File: config.mk
export PLATFORM = sky130hd
export DESIGN_NAME = dual_adc_output_control
export DESIGN_NICKNAME = d
export VERILOG_FILES = /design/src/shared/adc_out_pkg.sv /design/src/sample_delay.sv /design/src/dual_adc_output_control.sv
export SDC_FILE = /design/constraint.sdc
export NUM_CORES = 1
export LEC_CHECK = 0
export BUFFER_PORTS_ARGS = -buffer_cell sky130_fd_sc_hd__buf_2
export CORE_MARGIN = 4
export CORE_UTILIZATION = 23
export DETAILED_ROUTE_END_ITERATION = 8
export SETUP_SLACK_MARGIN = 0.15
export SLEW_MARGIN = 20
export SYNTH_ARGS = -nofsm -noshare
export SYNTH_HDL_FRONTEND = slang
export SYNTH_SLANG_ARGS = --single-unit
File: constraint.sdc
create_clock -name clock -period 10.1 [get_ports clock]
set_clock_uncertainty 0.05 [all_clocks]
set_input_delay 1.515 -clock clock [delete_from_list [all_inputs] [get_ports clock]]
set_output_delay 1.515 -clock clock [all_outputs]
set_load 0.05 [all_outputs]
File: src/shared/adc_out_pkg.sv
// Package with register map, field positions, reset values and timing constants of the output control block.
package adc_out_pkg;

  // ==========================================================================
  // Register byte offsets
  // ==========================================================================
  localparam logic [7:0] addr_output_mode = 8'h14;
  localparam logic [7:0] addr_power_mode = 8'h08;
  localparam logic [7:0] addr_clock_control = 8'h09;
  localparam logic [7:0] addr_requant_control = 8'h3c;
  localparam logic [7:0] addr_band_tuning = 8'h3e;
  localparam logic [7:0] addr_channel_enable = 8'h40;
  localparam logic [7:0] addr_status = 8'h44;

  // ==========================================================================
  // Field positions
  // ==========================================================================
  localparam int fmt_lsb = 0;
  localparam int out_disable_bit = 4;
  localparam int pd_mode_lsb = 0;
  localparam int dcs_enable_bit = 0;
  localparam int requant_en_a_bit = 0;
  localparam int requant_en_b_bit = 1;
  localparam int requant_mode_lsb = 2;
  localparam int tuning_lsb = 0;

  // ==========================================================================
  // Encodings and reset values
  // ==========================================================================
  typedef enum logic [1:0] {
    fmt_offset_binary = 2'b00,
    fmt_twos_complement = 2'b01,
    fmt_gray = 2'b10
  } data_format_t;

  typedef enum logic [1:0] {
    pd_normal = 2'b00,
    pd_full = 2'b01,
    pd_standby = 2'b10
  } power_mode_t;

  localparam logic [2:0] requant_mode_22 = 3'b000;
  localparam logic [2:0] requant_mode_33 = 3'b001;
  localparam logic [5:0] tuning_count_22 = 6'h39;
  localparam logic [5:0] tuning_count_33 = 6'h22;

  localparam logic [1:0] fmt_reset = 2'b01;
  localparam logic dcs_enable_reset = 1'b1;

  // ==========================================================================
  // Timing
  // ==========================================================================
  localparam int latency_plain = 10;
  localparam int latency_requant = 13;
  localparam int clock_hz = 50000000;
  localparam int dcs_min_hz = 40000000;
  localparam int relock_max_ns = 5000;
  localparam int relock_cycles = (relock_max_ns * (clock_hz / 1000000)) / 1000;
  localparam int sample_clock_hz_default = 50000000;

  // AXI4-Lite responses.
  localparam logic [1:0] resp_okay = 2'b00;
  localparam logic [1:0] resp_slverr = 2'b10;

endpackage : adc_out_pkg

File: src/sample_delay.sv
// Per-channel delay line that places a sample and its overrange flag 10 or 13 samples late.
`timescale 1ns/1ns
`default_nettype none
module sample_delay
  import adc_out_pkg::*;
#(
  parameter int width = 11
) (
  input wire logic clock,
  input wire logic rst_b,
  input wire logic sample_strobe,
  input wire logic requant_on,
  input wire logic [width-1:0] sample_in,
  input wire logic over_in,
  output logic [width-1:0] sample_out,
  output logic over_out
);

  logic [width:0] stage [latency_requant];

  always_ff @(posedge clock or negedge rst_b) begin
    if (!rst_b) begin
      for (int i = 0; i < latency_requant; i++) begin
        stage[i] <= '0;
      end
    end else if (sample_strobe) begin
      stage[0] <= {over_in, sample_in};
      for (int i = 1; i < latency_requant; i++) begin
        stage[i] <= stage[i-1];
      end
    end
  end

  // Output tap selects 10 or 13 samples of latency, data and flag together.
  // The capture register ahead of the line and the output register behind it each add one sample,
  // so the tap sits two stages short of the latency.
  assign {over_out, sample_out} = requant_on ? stage[latency_requant-2] : stage[latency_plain-2];

endmodule : sample_delay
`default_nettype wire

File: src/dual_adc_output_control.sv
// Output formatting, three-state, power and stabilizer control of a dual 11-bit converter.
`timescale 1ns/1ns
`default_nettype none
module dual_adc_output_control
  import adc_out_pkg::*;
#(
  parameter int sample_width = 11,
  parameter int sample_clock_hz = sample_clock_hz_default
) (
  input wire logic clock,
  input wire logic rst_b,
  input wire logic s_axi_awvalid,
  output logic s_axi_awready,
  input wire logic [7:0] s_axi_awaddr,
  input wire logic s_axi_wvalid,
  output logic s_axi_wready,
  input wire logic [31:0] s_axi_wdata,
  input wire logic [3:0] s_axi_wstrb,
  output logic s_axi_bvalid,
  input wire logic s_axi_bready,
  output logic [1:0] s_axi_bresp,
  input wire logic s_axi_arvalid,
  output logic s_axi_arready,
  input wire logic [7:0] s_axi_araddr,
  output logic s_axi_rvalid,
  input wire logic s_axi_rready,
  output logic [31:0] s_axi_rdata,
  output logic [1:0] s_axi_rresp,
  input wire logic sample_clock,
  input wire logic [sample_width-1:0] conv_a,
  input wire logic [1:0] range_a,
  input wire logic [sample_width-1:0] conv_b,
  input wire logic [1:0] range_b,
  input wire logic output_enable_n,
  input wire logic power_down_pin,
  output logic [sample_width-1:0] data_out,
  output logic data_out_oe_n,
  output logic over_out,
  output logic data_output_clock,
  output logic reference_on,
  output logic duty_cycle_stabilizer_on
);

  initial begin
    if (sample_width < 2) $error("sample_width too small");
  end

  // ==========================================================================
  // Functions
  // ==========================================================================
  // Range code: 00 inside, 01 strictly above plus full scale, 10 strictly below minus.
  function automatic logic [sample_width-1:0] encode(input logic [sample_width-1:0] ob, input logic [1:0] fmt,
                                                   input logic requant);
    logic [sample_width-1:0] v;
    logic [sample_width-1:0] mid;
    logic signed [sample_width:0] sv;
    v = ob;
    mid = {1'b1, {(sample_width-1){1'b0}}};
    sv = '0;
    // Scale toward midscale by about 0.6 dB (x 15/16) when requantizing.
    if (requant) begin
      sv = $signed({1'b0, ob}) - $signed({1'b0, mid});
      sv = sv - (sv >>> 4);
      v = sample_width'(sv + $signed({1'b0, mid}));
    end
    case (fmt)
      fmt_offset_binary: encode = v;
      fmt_twos_complement: encode = {~v[sample_width-1], v[sample_width-2:0]};
      fmt_gray: encode = v ^ (v >> 1);
      default: encode = v;
    endcase
  endfunction : encode

  // ==========================================================================
  // Control registers
  // ==========================================================================
  logic [1:0] fmt;
  logic out_disable_a;
  logic out_disable_b;
  logic [1:0] pd_mode;
  logic dcs_enable;
  logic requant_en_a;
  logic requant_en_b;
  logic [2:0] requant_mode;
  logic [5:0] tuning;
  logic tuning_bad;

  logic aw_held;
  logic w_held;
  logic [7:0] aw_addr;
  logic [31:0] w_data;
  logic [3:0] w_strb;
  logic do_write;

  assign do_write = aw_held && w_held && !s_axi_bvalid;

  always_ff @(posedge clock or negedge rst_b) begin
    if (!rst_b) begin
      aw_held <= 1'b0;
      aw_addr <= '0;
      s_axi_awready <= 1'b1;
    end else if (s_axi_awvalid && s_axi_awready) begin
      aw_held <= 1'b1;
      aw_addr <= s_axi_awaddr;
      s_axi_awready <= 1'b0;
    end else if (do_write) begin
      aw_held <= 1'b0;
      s_axi_awready <= 1'b1;
    end
  end

  always_ff @(posedge clock or negedge rst_b) begin
    if (!rst_b) begin
      w_held <= 1'b0;
      w_data <= '0;
      w_strb <= '0;
      s_axi_wready <= 1'b1;
    end else if (s_axi_wvalid && s_axi_wready) begin
      w_held <= 1'b1;
      w_data <= s_axi_wdata;
      w_strb <= s_axi_wstrb;
      s_axi_wready <= 1'b0;
    end else if (do_write) begin
      w_held <= 1'b0;
      s_axi_wready <= 1'b1;
    end
  end

  always_ff @(posedge clock or negedge rst_b) begin
    if (!rst_b) begin
      s_axi_bvalid <= 1'b0;
      s_axi_bresp <= resp_okay;
    end else if (do_write) begin
      s_axi_bvalid <= 1'b1;
      case (aw_addr)
        addr_output_mode, addr_power_mode, addr_clock_control, addr_requant_control,
        addr_band_tuning: s_axi_bresp <= resp_okay;
        default: s_axi_bresp <= resp_slverr;
      endcase
    end else if (s_axi_bready) begin
      s_axi_bvalid <= 1'b0;
    end
  end

  // Only byte lane 0 carries fields; writes without it leave registers alone.
  always_ff @(posedge clock or negedge rst_b) begin
    if (!rst_b) begin
      fmt <= fmt_reset;
      out_disable_a <= 1'b0;
      out_disable_b <= 1'b0;
      pd_mode <= pd_normal;
      dcs_enable <= dcs_enable_reset;
      requant_en_a <= 1'b0;
      requant_en_b <= 1'b0;
      requant_mode <= requant_mode_22;
      tuning <= '0;
    end else if (do_write && w_strb[0]) begin
      case (aw_addr)
        addr_output_mode: begin
          fmt <= w_data[fmt_lsb +: 2];
          out_disable_a <= w_data[out_disable_bit];
          out_disable_b <= w_data[out_disable_bit+1];
        end
        addr_power_mode: pd_mode <= w_data[pd_mode_lsb +: 2];
        addr_clock_control: dcs_enable <= w_data[dcs_enable_bit];
        addr_requant_control: begin
          requant_en_a <= w_data[requant_en_a_bit];
          requant_en_b <= w_data[requant_en_b_bit];
          requant_mode <= w_data[requant_mode_lsb +: 3];
        end
        addr_band_tuning: tuning <= w_data[tuning_lsb +: 6];
        default: ;
      endcase
    end
  end

  // A tuning word at or above the count of the chosen mode is flagged for software; modes other than 22 and 33 always flag.
  always_ff @(posedge clock or negedge rst_b) begin
    if (!rst_b) begin
      tuning_bad <= 1'b0;
    end else begin
      tuning_bad <= (requant_mode == requant_mode_22) ? (tuning >= tuning_count_22) :
                    (requant_mode == requant_mode_33) ? (tuning >= tuning_count_33) : 1'b1;
    end
  end

  // ==========================================================================
  // Read channel
  // ==========================================================================
  logic dcs_locked;
  logic powered_down;

  always_ff @(posedge clock or negedge rst_b) begin
    if (!rst_b) begin
      s_axi_arready <= 1'b1;
      s_axi_rvalid <= 1'b0;
      s_axi_rdata <= '0;
      s_axi_rresp <= resp_okay;
    end else if (s_axi_arvalid && s_axi_arready) begin
      s_axi_arready <= 1'b0;
      s_axi_rvalid <= 1'b1;
      s_axi_rresp <= resp_okay;
      case (s_axi_araddr)
        addr_output_mode: s_axi_rdata <= {26'h0, out_disable_b, out_disable_a, 2'b00, fmt};
        addr_power_mode: s_axi_rdata <= {30'h0, pd_mode};
        addr_clock_control: s_axi_rdata <= {31'h0, dcs_enable};
        addr_requant_control: s_axi_rdata <= {27'h0, requant_mode, requant_en_b, requant_en_a};
        addr_band_tuning: s_axi_rdata <= {26'h0, tuning};
        addr_status: s_axi_rdata <= {29'h0, tuning_bad, powered_down, dcs_locked};
        default: begin
          s_axi_rdata <= '0;
          s_axi_rresp <= resp_slverr;
        end
      endcase
    end else if (s_axi_rvalid && s_axi_rready) begin
      s_axi_rvalid <= 1'b0;
      s_axi_arready <= 1'b1;
    end
  end

  // ==========================================================================
  // Pin synchronisers and sample clock edge detection
  // ==========================================================================
  logic [2:0] sclk_sync;
  logic [1:0] oe_sync;
  logic [1:0] pd_sync;
  logic sample_rise;
  logic sample_fall;

  always_ff @(posedge clock or negedge rst_b) begin
    if (!rst_b) begin
      sclk_sync <= '0;
      oe_sync <= 2'b11;
      pd_sync <= 2'b00;
    end else begin
      sclk_sync <= {sclk_sync[1:0], sample_clock};
      oe_sync <= {oe_sync[0], output_enable_n};
      pd_sync <= {pd_sync[0], power_down_pin};
    end
  end

  assign sample_rise = sclk_sync[1] && !sclk_sync[2];
  assign sample_fall = !sclk_sync[1] && sclk_sync[2];

  // Pin, or register in full or standby mode, forces power-down; pin low with register normal resumes.
  assign powered_down = pd_sync[1] || (pd_mode == pd_full) || (pd_mode == pd_standby);

  // Converter data is captured on the sampled rising edge, assumed stable by then.
  logic [sample_width-1:0] cap_a;
  logic [sample_width-1:0] cap_b;
  logic cap_over_a;
  logic cap_over_b;

  always_ff @(posedge clock or negedge rst_b) begin
    if (!rst_b) begin
      cap_a <= '0;
      cap_b <= '0;
      cap_over_a <= 1'b0;
      cap_over_b <= 1'b0;
    end else if (sample_rise) begin
      cap_a <= conv_a;
      cap_b <= conv_b;
      cap_over_a <= |range_a;
      cap_over_b <= |range_b;
    end
  end

  // ==========================================================================
  // Pipeline delay
  // ==========================================================================
  logic [sample_width-1:0] late_a;
  logic [sample_width-1:0] late_b;
  logic late_over_a;
  logic late_over_b;

  sample_delay #(.width(sample_width)) delay_a (
    .clock(clock),
    .rst_b(rst_b),
    .sample_strobe(sample_rise),
    .requant_on(requant_en_a),
    .sample_in(cap_a),
    .over_in(cap_over_a),
    .sample_out(late_a),
    .over_out(late_over_a)
  );

  sample_delay #(.width(sample_width)) delay_b (
    .clock(clock),
    .rst_b(rst_b),
    .sample_strobe(sample_rise),
    .requant_on(requant_en_b),
    .sample_in(cap_b),
    .over_in(cap_over_b),
    .sample_out(late_b),
    .over_out(late_over_b)
  );

  // ==========================================================================
  // Interleaved output
  // ==========================================================================
  // With both channels enabled, channel A rides the high phase, channel B the low phase of the data clock; a lone enabled channel fills both.
  always_ff @(posedge clock or negedge rst_b) begin
    if (!rst_b) begin
      data_out <= '0;
      over_out <= 1'b0;
      data_output_clock <= 1'b0;
    end else if (sample_rise) begin
      data_output_clock <= 1'b1;
      if (out_disable_a && !out_disable_b) begin
        data_out <= encode(late_b, fmt, requant_en_b);
        over_out <= late_over_b;
      end else begin
        data_out <= encode(late_a, fmt, requant_en_a);
        over_out <= late_over_a;
      end
    end else if (sample_fall) begin
      data_output_clock <= 1'b0;
      if (out_disable_b && !out_disable_a) begin
        data_out <= encode(late_a, fmt, requant_en_a);
        over_out <= late_over_a;
      end else begin
        data_out <= encode(late_b, fmt, requant_en_b);
        over_out <= late_over_b;
      end
    end
  end

  // Drivers float for the pin, power-down, or both channels disabled.
  always_ff @(posedge clock or negedge rst_b) begin
    if (!rst_b) begin
      data_out_oe_n <= 1'b1;
    end else begin
      data_out_oe_n <= oe_sync[1] || powered_down || (out_disable_a && out_disable_b);
    end
  end

  // Standby keeps the reference powered; only the pin or full power-down mode drops it.
  always_ff @(posedge clock or negedge rst_b) begin
    if (!rst_b) begin
      reference_on <= 1'b1;
    end else begin
      reference_on <= !(pd_sync[1] || (pd_mode == pd_full));
    end
  end

  // ==========================================================================
  // Duty cycle stabilizer lock model
  // ==========================================================================
  // The stabilizer is modelled by its lock state; the regenerated falling edge itself is analog.
  // A rate below 40 MHz never locks; a parameter stands in for the measured rate.
  logic [12:0] relock_count;
  localparam logic rate_ok = (sample_clock_hz >= dcs_min_hz);

  always_ff @(posedge clock or negedge rst_b) begin
    if (!rst_b) begin
      relock_count <= '0;
      dcs_locked <= 1'b0;
    end else if (!dcs_enable || !rate_ok || powered_down) begin
      relock_count <= '0;
      dcs_locked <= 1'b0;
    end else if (relock_count != 13'(relock_cycles)) begin
      relock_count <= relock_count + 13'h0001;
    end else begin
      dcs_locked <= 1'b1;
    end
  end

  always_ff @(posedge clock or negedge rst_b) begin
    if (!rst_b) begin
      duty_cycle_stabilizer_on <= 1'b0;
    end else begin
      duty_cycle_stabilizer_on <= dcs_locked;
    end
  end

  // ==========================================================================
  // Checks
  // ==========================================================================
  property p_pin_tristate;
    @(posedge clock) disable iff (!rst_b) oe_sync[1] |=> data_out_oe_n;
  endproperty
  a_pin_tristate: assert property (p_pin_tristate) else $error("outputs driven with enable pin high");

  property p_pd_tristate;
    @(posedge clock) disable iff (!rst_b) $rose(pd_sync[1]) |=> data_out_oe_n [*2];
  endproperty
  a_pd_tristate: assert property (p_pd_tristate) else $error("outputs driven in power-down");

  property p_resume;
    @(posedge clock) disable iff (!rst_b)
      (!pd_sync[1] && pd_mode == pd_normal && !oe_sync[1] && !(out_disable_a && out_disable_b)) |=> !data_out_oe_n;
  endproperty
  a_resume: assert property (p_resume) else $error("outputs not driven in normal mode");

  property p_standby_ref;
    @(posedge clock) disable iff (!rst_b) (pd_mode == pd_standby && !pd_sync[1]) |=> reference_on;
  endproperty
  a_standby_ref: assert property (p_standby_ref) else $error("reference off in standby");

  property p_dco_rise;
    @(posedge clock) disable iff (!rst_b) sample_rise |=> data_output_clock;
  endproperty
  a_dco_rise: assert property (p_dco_rise) else $error("data clock missed rising phase");

  property p_repeat_a;
    @(posedge clock) disable iff (!rst_b)
      (sample_fall && out_disable_b && !out_disable_a) |=> (data_out == $past(data_out)) && !data_output_clock;
  endproperty
  a_repeat_a: assert property (p_repeat_a) else $error("interleave phase wrong");

  property p_no_lock_slow;
    @(posedge clock) disable iff (!rst_b) (!rate_ok || !dcs_enable) |=> !dcs_locked;
  endproperty
  a_no_lock_slow: assert property (p_no_lock_slow) else $error("stabilizer locked when it cannot");

  property p_over_strict;
    @(posedge clock) disable iff (!rst_b) (sample_rise && range_a == 2'b00) |=> !cap_over_a;
  endproperty
  a_over_strict: assert property (p_over_strict) else $error("overrange set inside full scale");

endmodule : dual_adc_output_control
`default_nettype wire

### Word-level counts from Yosys, hierarchy flattened

Cells that the tools add are included.

* magnitude comparators: 2
* mux-type cells: 49
* reductions and logical operators: 40
* bitwise gates (word level): 8
* equality and inequality tests: 18
* add/subtract/negate cells: 7

Operator list (number)
* 2-to-1 mux 11 bit: 16
* one-hot mux 11 bit (2 select lines): 4
* bitwise XOR 11 x 10 -> 11 bit: 4
* one-hot mux 6 bit (6 select lines): 1
* == test 8 x 4 -> 1 bit (second input constant): 4
* == test 8 x 6 -> 1 bit (second input constant): 4
* 2-to-1 mux 13 bit: 2
* 2-to-1 mux 12 bit: 2
* subtractor 11 x 11 -> 12 bit (second input constant): 2
* adder 11 bit (second input constant): 2
* 2-to-1 mux 1 bit: 22
* subtractor 11 x 8 -> 11 bit: 2
* == test 8 x 5 -> 1 bit (second input constant): 2
* adder 13 x 1 -> 13 bit (second input constant): 1
* != test 13 x 8 -> 1 bit (second input constant): 1
* greater-or-equal comparator 6 bit (second input constant): 2
* logical AND 1 bit: 12
* nonzero test 2 bit: 6
* AND reduction 2 bit: 5
* == test 8 x 7 -> 1 bit (second input constant): 1
* zero test 1 bit: 7
* OR reduction 6 bit: 1
* logical OR 1 bit: 5
* OR reduction 5 bit: 1
* other kinds (8): 15

* output and inout bits: 57
* register bits: 426
* input port bits: 88

### Logic depth before layout (Yosys ltp)

Gate-level depths: netlist of run 1.

* depth in word-level cells: 13
* mapped depth: 17

### Hierarchy

Synthesis of run 1 repeated with hierarchy kept, for this count alone.

* cells, all modules: 1307
* area, all modules: 18233.7 um^2

By module, submodules not included
* sample_delay: area each 5720.5 um^2, instances 2, cells each 317
* dual_adc_output_control: area each 6792.8 um^2, instances 1, cells each 673

### Least setup slack after synthesis of run 1

OpenSTA, ideal clock, no wires.

* path type: reg-to-reg
* start point: register requant_en_a
* end point: register data_out[9]
* library setup time: 0.126 ns
* stages on the path, launching flop included: 16
* data required time: 9.924 ns
* setup slack: 6.179 ns
* arrival: 3.745 ns
* clock period less this slack: 3.921 ns
* cells stage by stage: dfrtp_1 > clkbuf_1 > buf_2 > buf_1 > nand2_1 > and2_1 > ha_1 > ha_1 > fa_1 > a211oi_2 > nor2_1 > o41ai_2 > mux2_4 > nand2_1 > mux2i_1 > o32a_1

* longest elaborated chain between the ends: 13
* elaborated cells on any way between the ends: 18

Ends and longest elaborated chain
* start, declared: line dual_adc_output_control.sv:82 `logic requant_en_a;`
* start signal, assigned: line dual_adc_output_control.sv:167 `requant_en_a <= w_data[requant_en_a_bit];`
* 2-to-1 mux 12 bit: line sample_delay.sv:37 `assign {over_out, sample_out} = requant_on ? stage[latency_requant-2] : stage[latency_plain-2];`
* subtractor 11 x 11 -> 12 bit: line dual_adc_output_control.sv:62 `sv = $signed({1'b0, ob}) - $signed({1'b0, mid});`
* subtractor 11 x 8 -> 11 bit: line dual_adc_output_control.sv:63 `sv = sv - (sv >>> 4);`
* adder 11 bit: line dual_adc_output_control.sv:64 `v = sample_width'(sv + $signed({1'b0, mid}));`
* 2-to-1 mux 11 bit (*): line dual_adc_output_control.sv:61 `if (requant) begin`
* 2-to-1 mux 11 bit: line dual_adc_output_control.sv:318 `if (out_disable_b && !out_disable_a) begin`
* 2-to-1 mux 11 bit: line dual_adc_output_control.sv:316 `end else if (sample_fall) begin`
* 2-to-1 mux 11 bit: line dual_adc_output_control.sv:307 `end else if (sample_rise) begin`
* bitwise XOR 11 x 10 -> 11 bit: line dual_adc_output_control.sv:69 `fmt_gray: encode = v ^ (v >> 1);`
* one-hot mux 11 bit (2 select lines): line dual_adc_output_control.sv:66 `case (fmt)`
* 2-to-1 mux 11 bit: line dual_adc_output_control.sv:318
* 2-to-1 mux 11 bit: line dual_adc_output_control.sv:316
* 2-to-1 mux 11 bit (*): line dual_adc_output_control.sv:307
* end signal, assigned: line dual_adc_output_control.sv:310 `data_out <= encode(late_b, fmt, requant_en_b);`
* end signal, assigned: line dual_adc_output_control.sv:319 `data_out <= encode(late_a, fmt, requant_en_a);`
* end signal, assigned: line dual_adc_output_control.sv:322 `data_out <= encode(late_b, fmt, requant_en_b);`
* end, declared: line dual_adc_output_control.sv:36 `output logic [sample_width-1:0] data_out,`

Every way passes the cells marked *; elsewhere a longest branch is shown, timed or not. The select of a mux whose other input is x is not followed.
A chain may end at the register's enable or synchronous reset.

### Final worst setup path of run 1

Ends and elaborated chain as after synthesis.

==> flow_metrics.env, run 1 <==
export IMPL_synth_cells=1349
export IMPL_mostFrequentLayoutCells="dfrtp_1 (389), mux2_2 (351), buf_2 (86), nand2_1 (80), nor2_1 (59)"
export IMPL_initial_core_util_pct=23.3
export IMPL_synth_flop_cell="dfrtp_1"
export IMPL_hp_class="reg2reg"
export IMPL_clock_sinks=398
export IMPL_ctsHoldBuffers=0
export IMPL_synth_edf_count=0
export IMPL_cp_required_ns=10.49
export IMPL_fillCellCount=7889
export IMPL_grt_use_total_pct=8.24
export IMPL_rsz0062_at_grt="no"
export IMPL_multiInputGateArea_um2=7300
export IMPL_path_class="reg2reg"
export IMPL_drtIter0Drc=590
export IMPL_post_place_ws_ns=5.79
export IMPL_vias_per_cell=4.20
export IMPL_io_buffers=87
export IMPL_area_growth_pct=16.6
export IMPL_antenna_found_initial=0
export IMPL_dpl_hpwl_mm=22.8
export IMPL_period_share_pct=42.8
export IMPL_crit_fanout=34
export IMPL_peakVddDrop_mv=0.140
export IMPL_worst_slack_ns=5.78
export IMPL_drt_first_pass_iters=4
export IMPL_grt_pass1_wl_mm=56.2
export IMPL_cp_data_arrival_time_ns=4.71
export IMPL_path_clk_slew_ns=0.06
export IMPL_yosys_warnings=0
export IMPL_cts_buffer_depth=3
export IMPL_layout_drive_gt1_share_pct=36.3
export IMPL_regArea_um2=9970
export IMPL_insertion_delay_ns=0.56
export IMPL_fin_nets=1566
export IMPL_cp_start_kind="flip-flop"
export IMPL_ios=145
export IMPL_synth_top_area_cell="dfrtp_1"
export IMPL_power_density_nw_per_um2=298
export IMPL_hold_viol_final=0
export IMPL_drt_total_wl_mm=34.0
export IMPL_async_flop_share_pct=100
export IMPL_synth_area_um2=17700
export IMPL_seq_area_frac_synth_pct=56.3
export IMPL_ys_ff_latch=398
export IMPL_grt_max_degree=177
export IMPL_ant_nets=0
export IMPL_period_needed_ns=4.32
export IMPL_setup_violations=0
export IMPL_avgSynthCellArea_um2=13.1
export IMPL_core_area_um2=76100
export IMPL_worstMarginPinSlew_ns=1.06
export IMPL_synth_area_leaders="dfrtp_1 (55%), mux2_2 (22%), ha_1 (3.0%)"
export IMPL_antenna_cells=0
export IMPL_grt_overflow=0
export IMPL_dieArea_um2=81500
export IMPL_rows=101
export IMPL_netlist_area_leader_share_pct=55.0
export IMPL_cts_tree="built"
export IMPL_slew_headroom_pct=29.6
export IMPL_remaining_drc_errors=0
export IMPL_chipHeight_um=285
export IMPL_final_common_cell="dfrtp_1"
export IMPL_finalSetupTns_ns=0
export IMPL_place_congestion=0.789
export IMPL_utilization_pct=27.1
export IMPL_post_cts_buffers=0
export IMPL_drv_slew=0
export IMPL_status="completed"
export IMPL_max_freq_mhz=232
export IMPL_p_leak_nw=8.87
export IMPL_cts_htree_levels=2
export IMPL_synth_distinct_cells=70
export IMPL_grt_pass1_vias=10500
export IMPL_dieWidth_um=285
export IMPL_crit_path_end_kind="flip-flop"
export IMPL_wl_per_cell_um=13.6
export IMPL_maxCapViolCount=0
export IMPL_cts_root_buf="clkbuf_16"
export IMPL_num_vias=10500
export IMPL_cts_made_buffers=41
export IMPL_cts_resized=0
kinds of logic (layout without fill, tap and decap cells):
family	Yosys count	in the layout	synth area share (%)
AO/OA/AOI/OAI	172	172	6.74
XOR/XNOR	20	20	0.989
adder cells (fa/ha/maj)	45	45	3.26
buffers and inverters	114	202	3.09
flip-flops	398	398	56.3
multiplexers	365	365	23.1
other	1	28	0.0212
AND/OR/NAND/NOR	234	234	6.45
area by class of cell:
| class | instances | area share, % |
|---|---|---|
| flip-flops and latches | 398 | 48.3 |
| multi-input cells | 864 | 35.4 |
| well taps | 1030 | 6.24 |
| clock buffers | 58 | 5.57 |
| repair buffers | 97 | 2.76 |
| clock inverters | 16 | 1.17 |
| inverters | 31 | 0.564 |
per-layer routing:
metal	part of all wire [%]	wire length [um]	GRT usage, %	vias up
met2	43	14500	12.2	204
met4	1.9	634	2.05	0
met3	6.3	2150	2.41	45
met5	0	0	0	-
li1	-	-	-	4980
met1	49	16700	11.8	5249
synth_stat cells, drive strengths merged, types with 4 or more instances:
| cell type | count |
|---|---|
| nand3b | 4 |
| a221oi | 8 |
| o211ai | 7 |
| a31oi | 7 |
| mux2 | 352 |
| buf | 39 |
| nor3 | 14 |
| or3 | 6 |
| nand2b | 7 |
| o21a | 10 |
| nor2 | 59 |
| nand3 | 15 |
| nor2b | 10 |
| nor4b | 4 |
| nand4b | 5 |
| o21bai | 4 |
| a21o | 7 |
| nand2 | 80 |
| o31ai | 7 |
| ha | 43 |
| o21ai | 41 |
| clkbuf | 44 |
| nor3b | 6 |
| nand4 | 6 |
| a21oi | 36 |
| xor2 | 7 |
| xnor2 | 13 |
| a211oi | 13 |
| dfrtp | 389 |
| and2 | 5 |
| inv | 30 |
| mux2i | 13 |
| dfstp | 9 |
worst paths after layout:
check / slack (ns) / cells past startpoint / to / startpoint
setup / recovery: 5.78 / 14 / data_out[9] / requant_en_a
hold / removal: 0.30 / 0 / pd_sync[1] / pd_sync[0]
setup reg to reg: 5.78 / 14 / data_out[9] / requant_en_a
hold reg to reg: 0.30 / 0 / pd_sync[1] / pd_sync[0]
max in group asynchronous: 7.00 / 4 / delay_b.stage[61] / rst_b
min in group asynchronous: 0.86 / 1 / duty_cycle_stabilizer_on / rst_b
where the power goes:
group          leakage, nW  switching, W  internal [W]  total (W)
combinational         3.34       0.00110      0.000972    0.00207
sequential            4.86      0.000338       0.00220    0.00254
clock                0.678      0.000632      0.000907    0.00154
through the flow:
stage	total power (W)	hold WS, ns	cell area (um^2)	std cells
floorplan	0.00411	0.281	17800	1376
global placement	0.00455	0.295	19200	2419
detailed placement	0.00465	0.293	19200	2419
CTS	0.00624	0.301	20600	2493
global route	0.00659	0.308	20600	2494
finish	0.00615	0.297	20600	2494
flip-flops by register name, indices dropped and copies added (netlist names), 3 cells and up:
name / flops
s_axi_rdata: 6
delay_a.stage: 144
requant_mode: 3
w_data: 6
cap_b: 11
relock_count: 13
sclk_sync: 3
tuning: 6
data_out: 11
aw_addr: 8
delay_b.stage: 144
cap_a: 11
critical path, stage by stage, from the launching register on:
cell and delay, ns:
dfrtp_1 0.36, buf_4 0.23, inv_1 0.53, nand2_1 0.22, and2_1 0.22, ha_1 0.29, ha_1 0.24, fa_1 0.46
a211oi_2 0.29, nor2_1 0.12, o41ai_2 0.29, mux2_4 0.37, nand2_1 0.06, mux2i_1 0.08, o32a_1 0.35
(Power assumes the default switching activity.)
==> run 2, diff against run 1 <==
- clock period: 10.1 -> 3.75 ns (I/O delays scaled with it)
==> run 2 against run 1 <==
Net effect:
- cell area rose by 2.2%
- utilization is 0.61 points higher
- power grew to 2.8 times the previous value
- worst hold slack worse by 0.25 ns
- combinational power grew to 2.8 times the previous value
- global-route usage up 0.29 points
- routed wire length rose by 3.7%
- critical path type unchanged
- critical endpoint is now data_out[7]
- largest cell class unchanged
==> flow_metrics.env, run 2 (synthesis results as in run 1) <==
export IMPL_status="completed"
export IMPL_slew_headroom_pct=36.7
export IMPL_dpl_hpwl_mm=23.8
export IMPL_grt_pass1_wl_mm=57.7
export IMPL_worstMarginPinSlew_ns=0.949
export IMPL_holdPathStages=1
export IMPL_power_w=0.0173
export IMPL_peakVddDrop_mv=0.339
export IMPL_wl_per_cell_um=14.0
export IMPL_cts_htree_levels=2
export IMPL_reg2reg_to="data_out[7]"
export IMPL_num_vias=10600
export IMPL_fillCellCount=7840
export IMPL_dieArea_um2=81500
export IMPL_cts_buffer_depth=3
export IMPL_route_met3_wl_mm=2.02
export IMPL_reg_top3="delay_a.stage x144, delay_b.stage x144, relock_count x13"
export IMPL_chipHeight_um=285
export IMPL_cts_tree="built"
export IMPL_drv_slew=0
export IMPL_hp_class="in2reg"
export IMPL_remaining_drc_errors=0
export IMPL_mostFrequentLayoutCells="dfrtp_1 (387), mux2_2 (351), buf_2 (86), nand2_1 (80), nor2_1 (58)"
export IMPL_vias_per_cell=4.21
export IMPL_fin_nets=1589
export IMPL_cp_num_buf_inv=1
export IMPL_ios=145
export IMPL_slowest_delay_ns=0.44
export IMPL_utilization_pct=27.7
export IMPL_hold_viol_final=0
export IMPL_crit_path_cell_trace="buf_12, nor2b_1, a21oi_1, ha_1, ha_1, a211oi_1, o21ai_1, a211o_1, nand4_1, mux2_2, a221oi_1, a221oi_1"
export IMPL_maxCapViolCount=0
export IMPL_grt_pass1_vias=10700
export IMPL_crit_fanout=14
export IMPL_final_common_cell="dfrtp_1"
export IMPL_clock_sinks=398
export IMPL_core_area_um2=76100
export IMPL_cp_start_kind="flip-flop"
export IMPL_drt_total_wl_mm=35.3
export IMPL_top_layer_used="met4"
export IMPL_r2r_cells=12
export IMPL_cp_startpoint="requant_en_a"
export IMPL_initial_core_util_pct=23.3
export IMPL_path_clk_slew_ns=0.05
export IMPL_wl_met1_mm=17.4
export IMPL_route_met2_wl_mm=15.2
export IMPL_cp_required_ns=4.15
export IMPL_antenna_found_initial=0
export IMPL_rsz0062_at_grt="yes"
export IMPL_period_share_pct=92.3
export IMPL_regToRegSetupSlack_ns=0.29
export IMPL_ant_nets=0
export IMPL_drtIter0Drc=568
export IMPL_max_freq_mhz=289
export IMPL_grt_use_total_pct=8.53
export IMPL_dieWidth_um=285
export IMPL_min_to="sclk_sync[0]"
export IMPL_cts_made_buffers=46
export IMPL_drt_first_pass_iters=5
export IMPL_path_class="reg2reg"
export IMPL_io_buffers=87
export IMPL_finalSetupTns_ns=0
export IMPL_insertion_delay_ns=0.59
export IMPL_cp_data_arrival_time_ns=3.86
export IMPL_rows=101
export IMPL_cpMaxStageDelayCell="dfrtp_2"
export IMPL_crit_family="compound AO/OA/AOI/OAI gates"
export IMPL_cts_root_buf="clkbuf_16"
export IMPL_power_density_nw_per_um2=819
export IMPL_setup_violations=0
export IMPL_crit_path_end_kind="flip-flop"
export IMPL_place_congestion=0.774
export IMPL_p_leak_nw=9.08
export IMPL_period_needed_ns=3.46
export IMPL_grt_overflow=0
export IMPL_layout_drive_gt1_share_pct=38.4
export IMPL_grt_max_degree=147
export IMPL_min_delay_start="sample_clock"
export IMPL_antenna_cells=0
export IMPL_reg2reg_from="requant_en_a"
export IMPL_area_growth_pct=19.2
[run 2: cell count changes in the layout (fill, tap and decap cells not counted), sizes merged]
cell | before | now
buf | 97 | 112
clkbuf | 58 | 69
dlygate4sd3 | 0 | 2
inv | 31 | 32
[run 2: worst register-to-register path, stage by stage (launching register included)]
cell,delay [ns]
dfrtp_2,0.44
buf_12,0.16
nor2b_1,0.20
a21oi_1,0.10
ha_1,0.35
ha_1,0.33
a211oi_1,0.31
o21ai_1,0.18
a211o_1,0.28
nand4_1,0.17
mux2_2,0.36
a221oi_1,0.30
a221oi_1,0.10
[run 2: routing by layer]
| layer | up-vias | GRT usage [%] |
|---|---|---|
| met3 | 48 | 2.18 |
| met5 | - | 0 |
| li1 | 5025 | - |
| met2 | 222 | 12.8 |
| met4 | 0 | 2.56 |
| met1 | 5319 | 12.1 |
[run 2: where the power goes]
part / switching, W / internal, W
Clock: 0.00182 / 0.00284
Combinational: 0.00301 / 0.00276
Sequential: 0.000919 / 0.00593
[run 2: worst max-delay path by stage]
stage / to / cells after the start
global route: data_out[5] / 12
detailed placement: data_out[9] / 13
finish: data_out[7] / 12
floorplan: data_out[9] / 15
global placement: data_out[9] / 13
CTS: data_out[9] / 13
[run 2: what timing repair did]
action / in CTS / in global routing
setup buffers: 0 / 6
gates resized for setup: 0 / 16
endpoints found under the hold margin: 14 / 0
hold buffers: 2 / 0
setup endpoints to repair: 0 / 6
[run 2: stage by stage]
stage / setup slack, ns / hold WS (ns) / cells / cell area, um^2
5_1_grt: 0.110 / 0.0199 / 2523 / 21100
6_report: 0.289 / 0.0473 / 2523 / 21100
3_5_place_dp: 0.216 / 0.295 / 2429 / 19300
4_1_cts: 0.167 / 0.00500 / 2516 / 21000
2_1_floorplan: 0.162 / 0.217 / 1376 / 17800
3_3_place_gp: 0.198 / 0.300 / 2429 / 19300
[run 2: layout make-up]
cell class / count / area [um^2] / area share [%]
sequential: 398 / 9970 / 47.3
clock buffer: 68 / 1380 / 6.52
multi-input combinational: 864 / 7350 / 34.8
clock inverter: 17 / 243 / 1.15
tap: 1030 / 1290 / 6.11
inverter: 31 / 116 / 0.551
timing repair buffer: 115 / 753 / 3.57
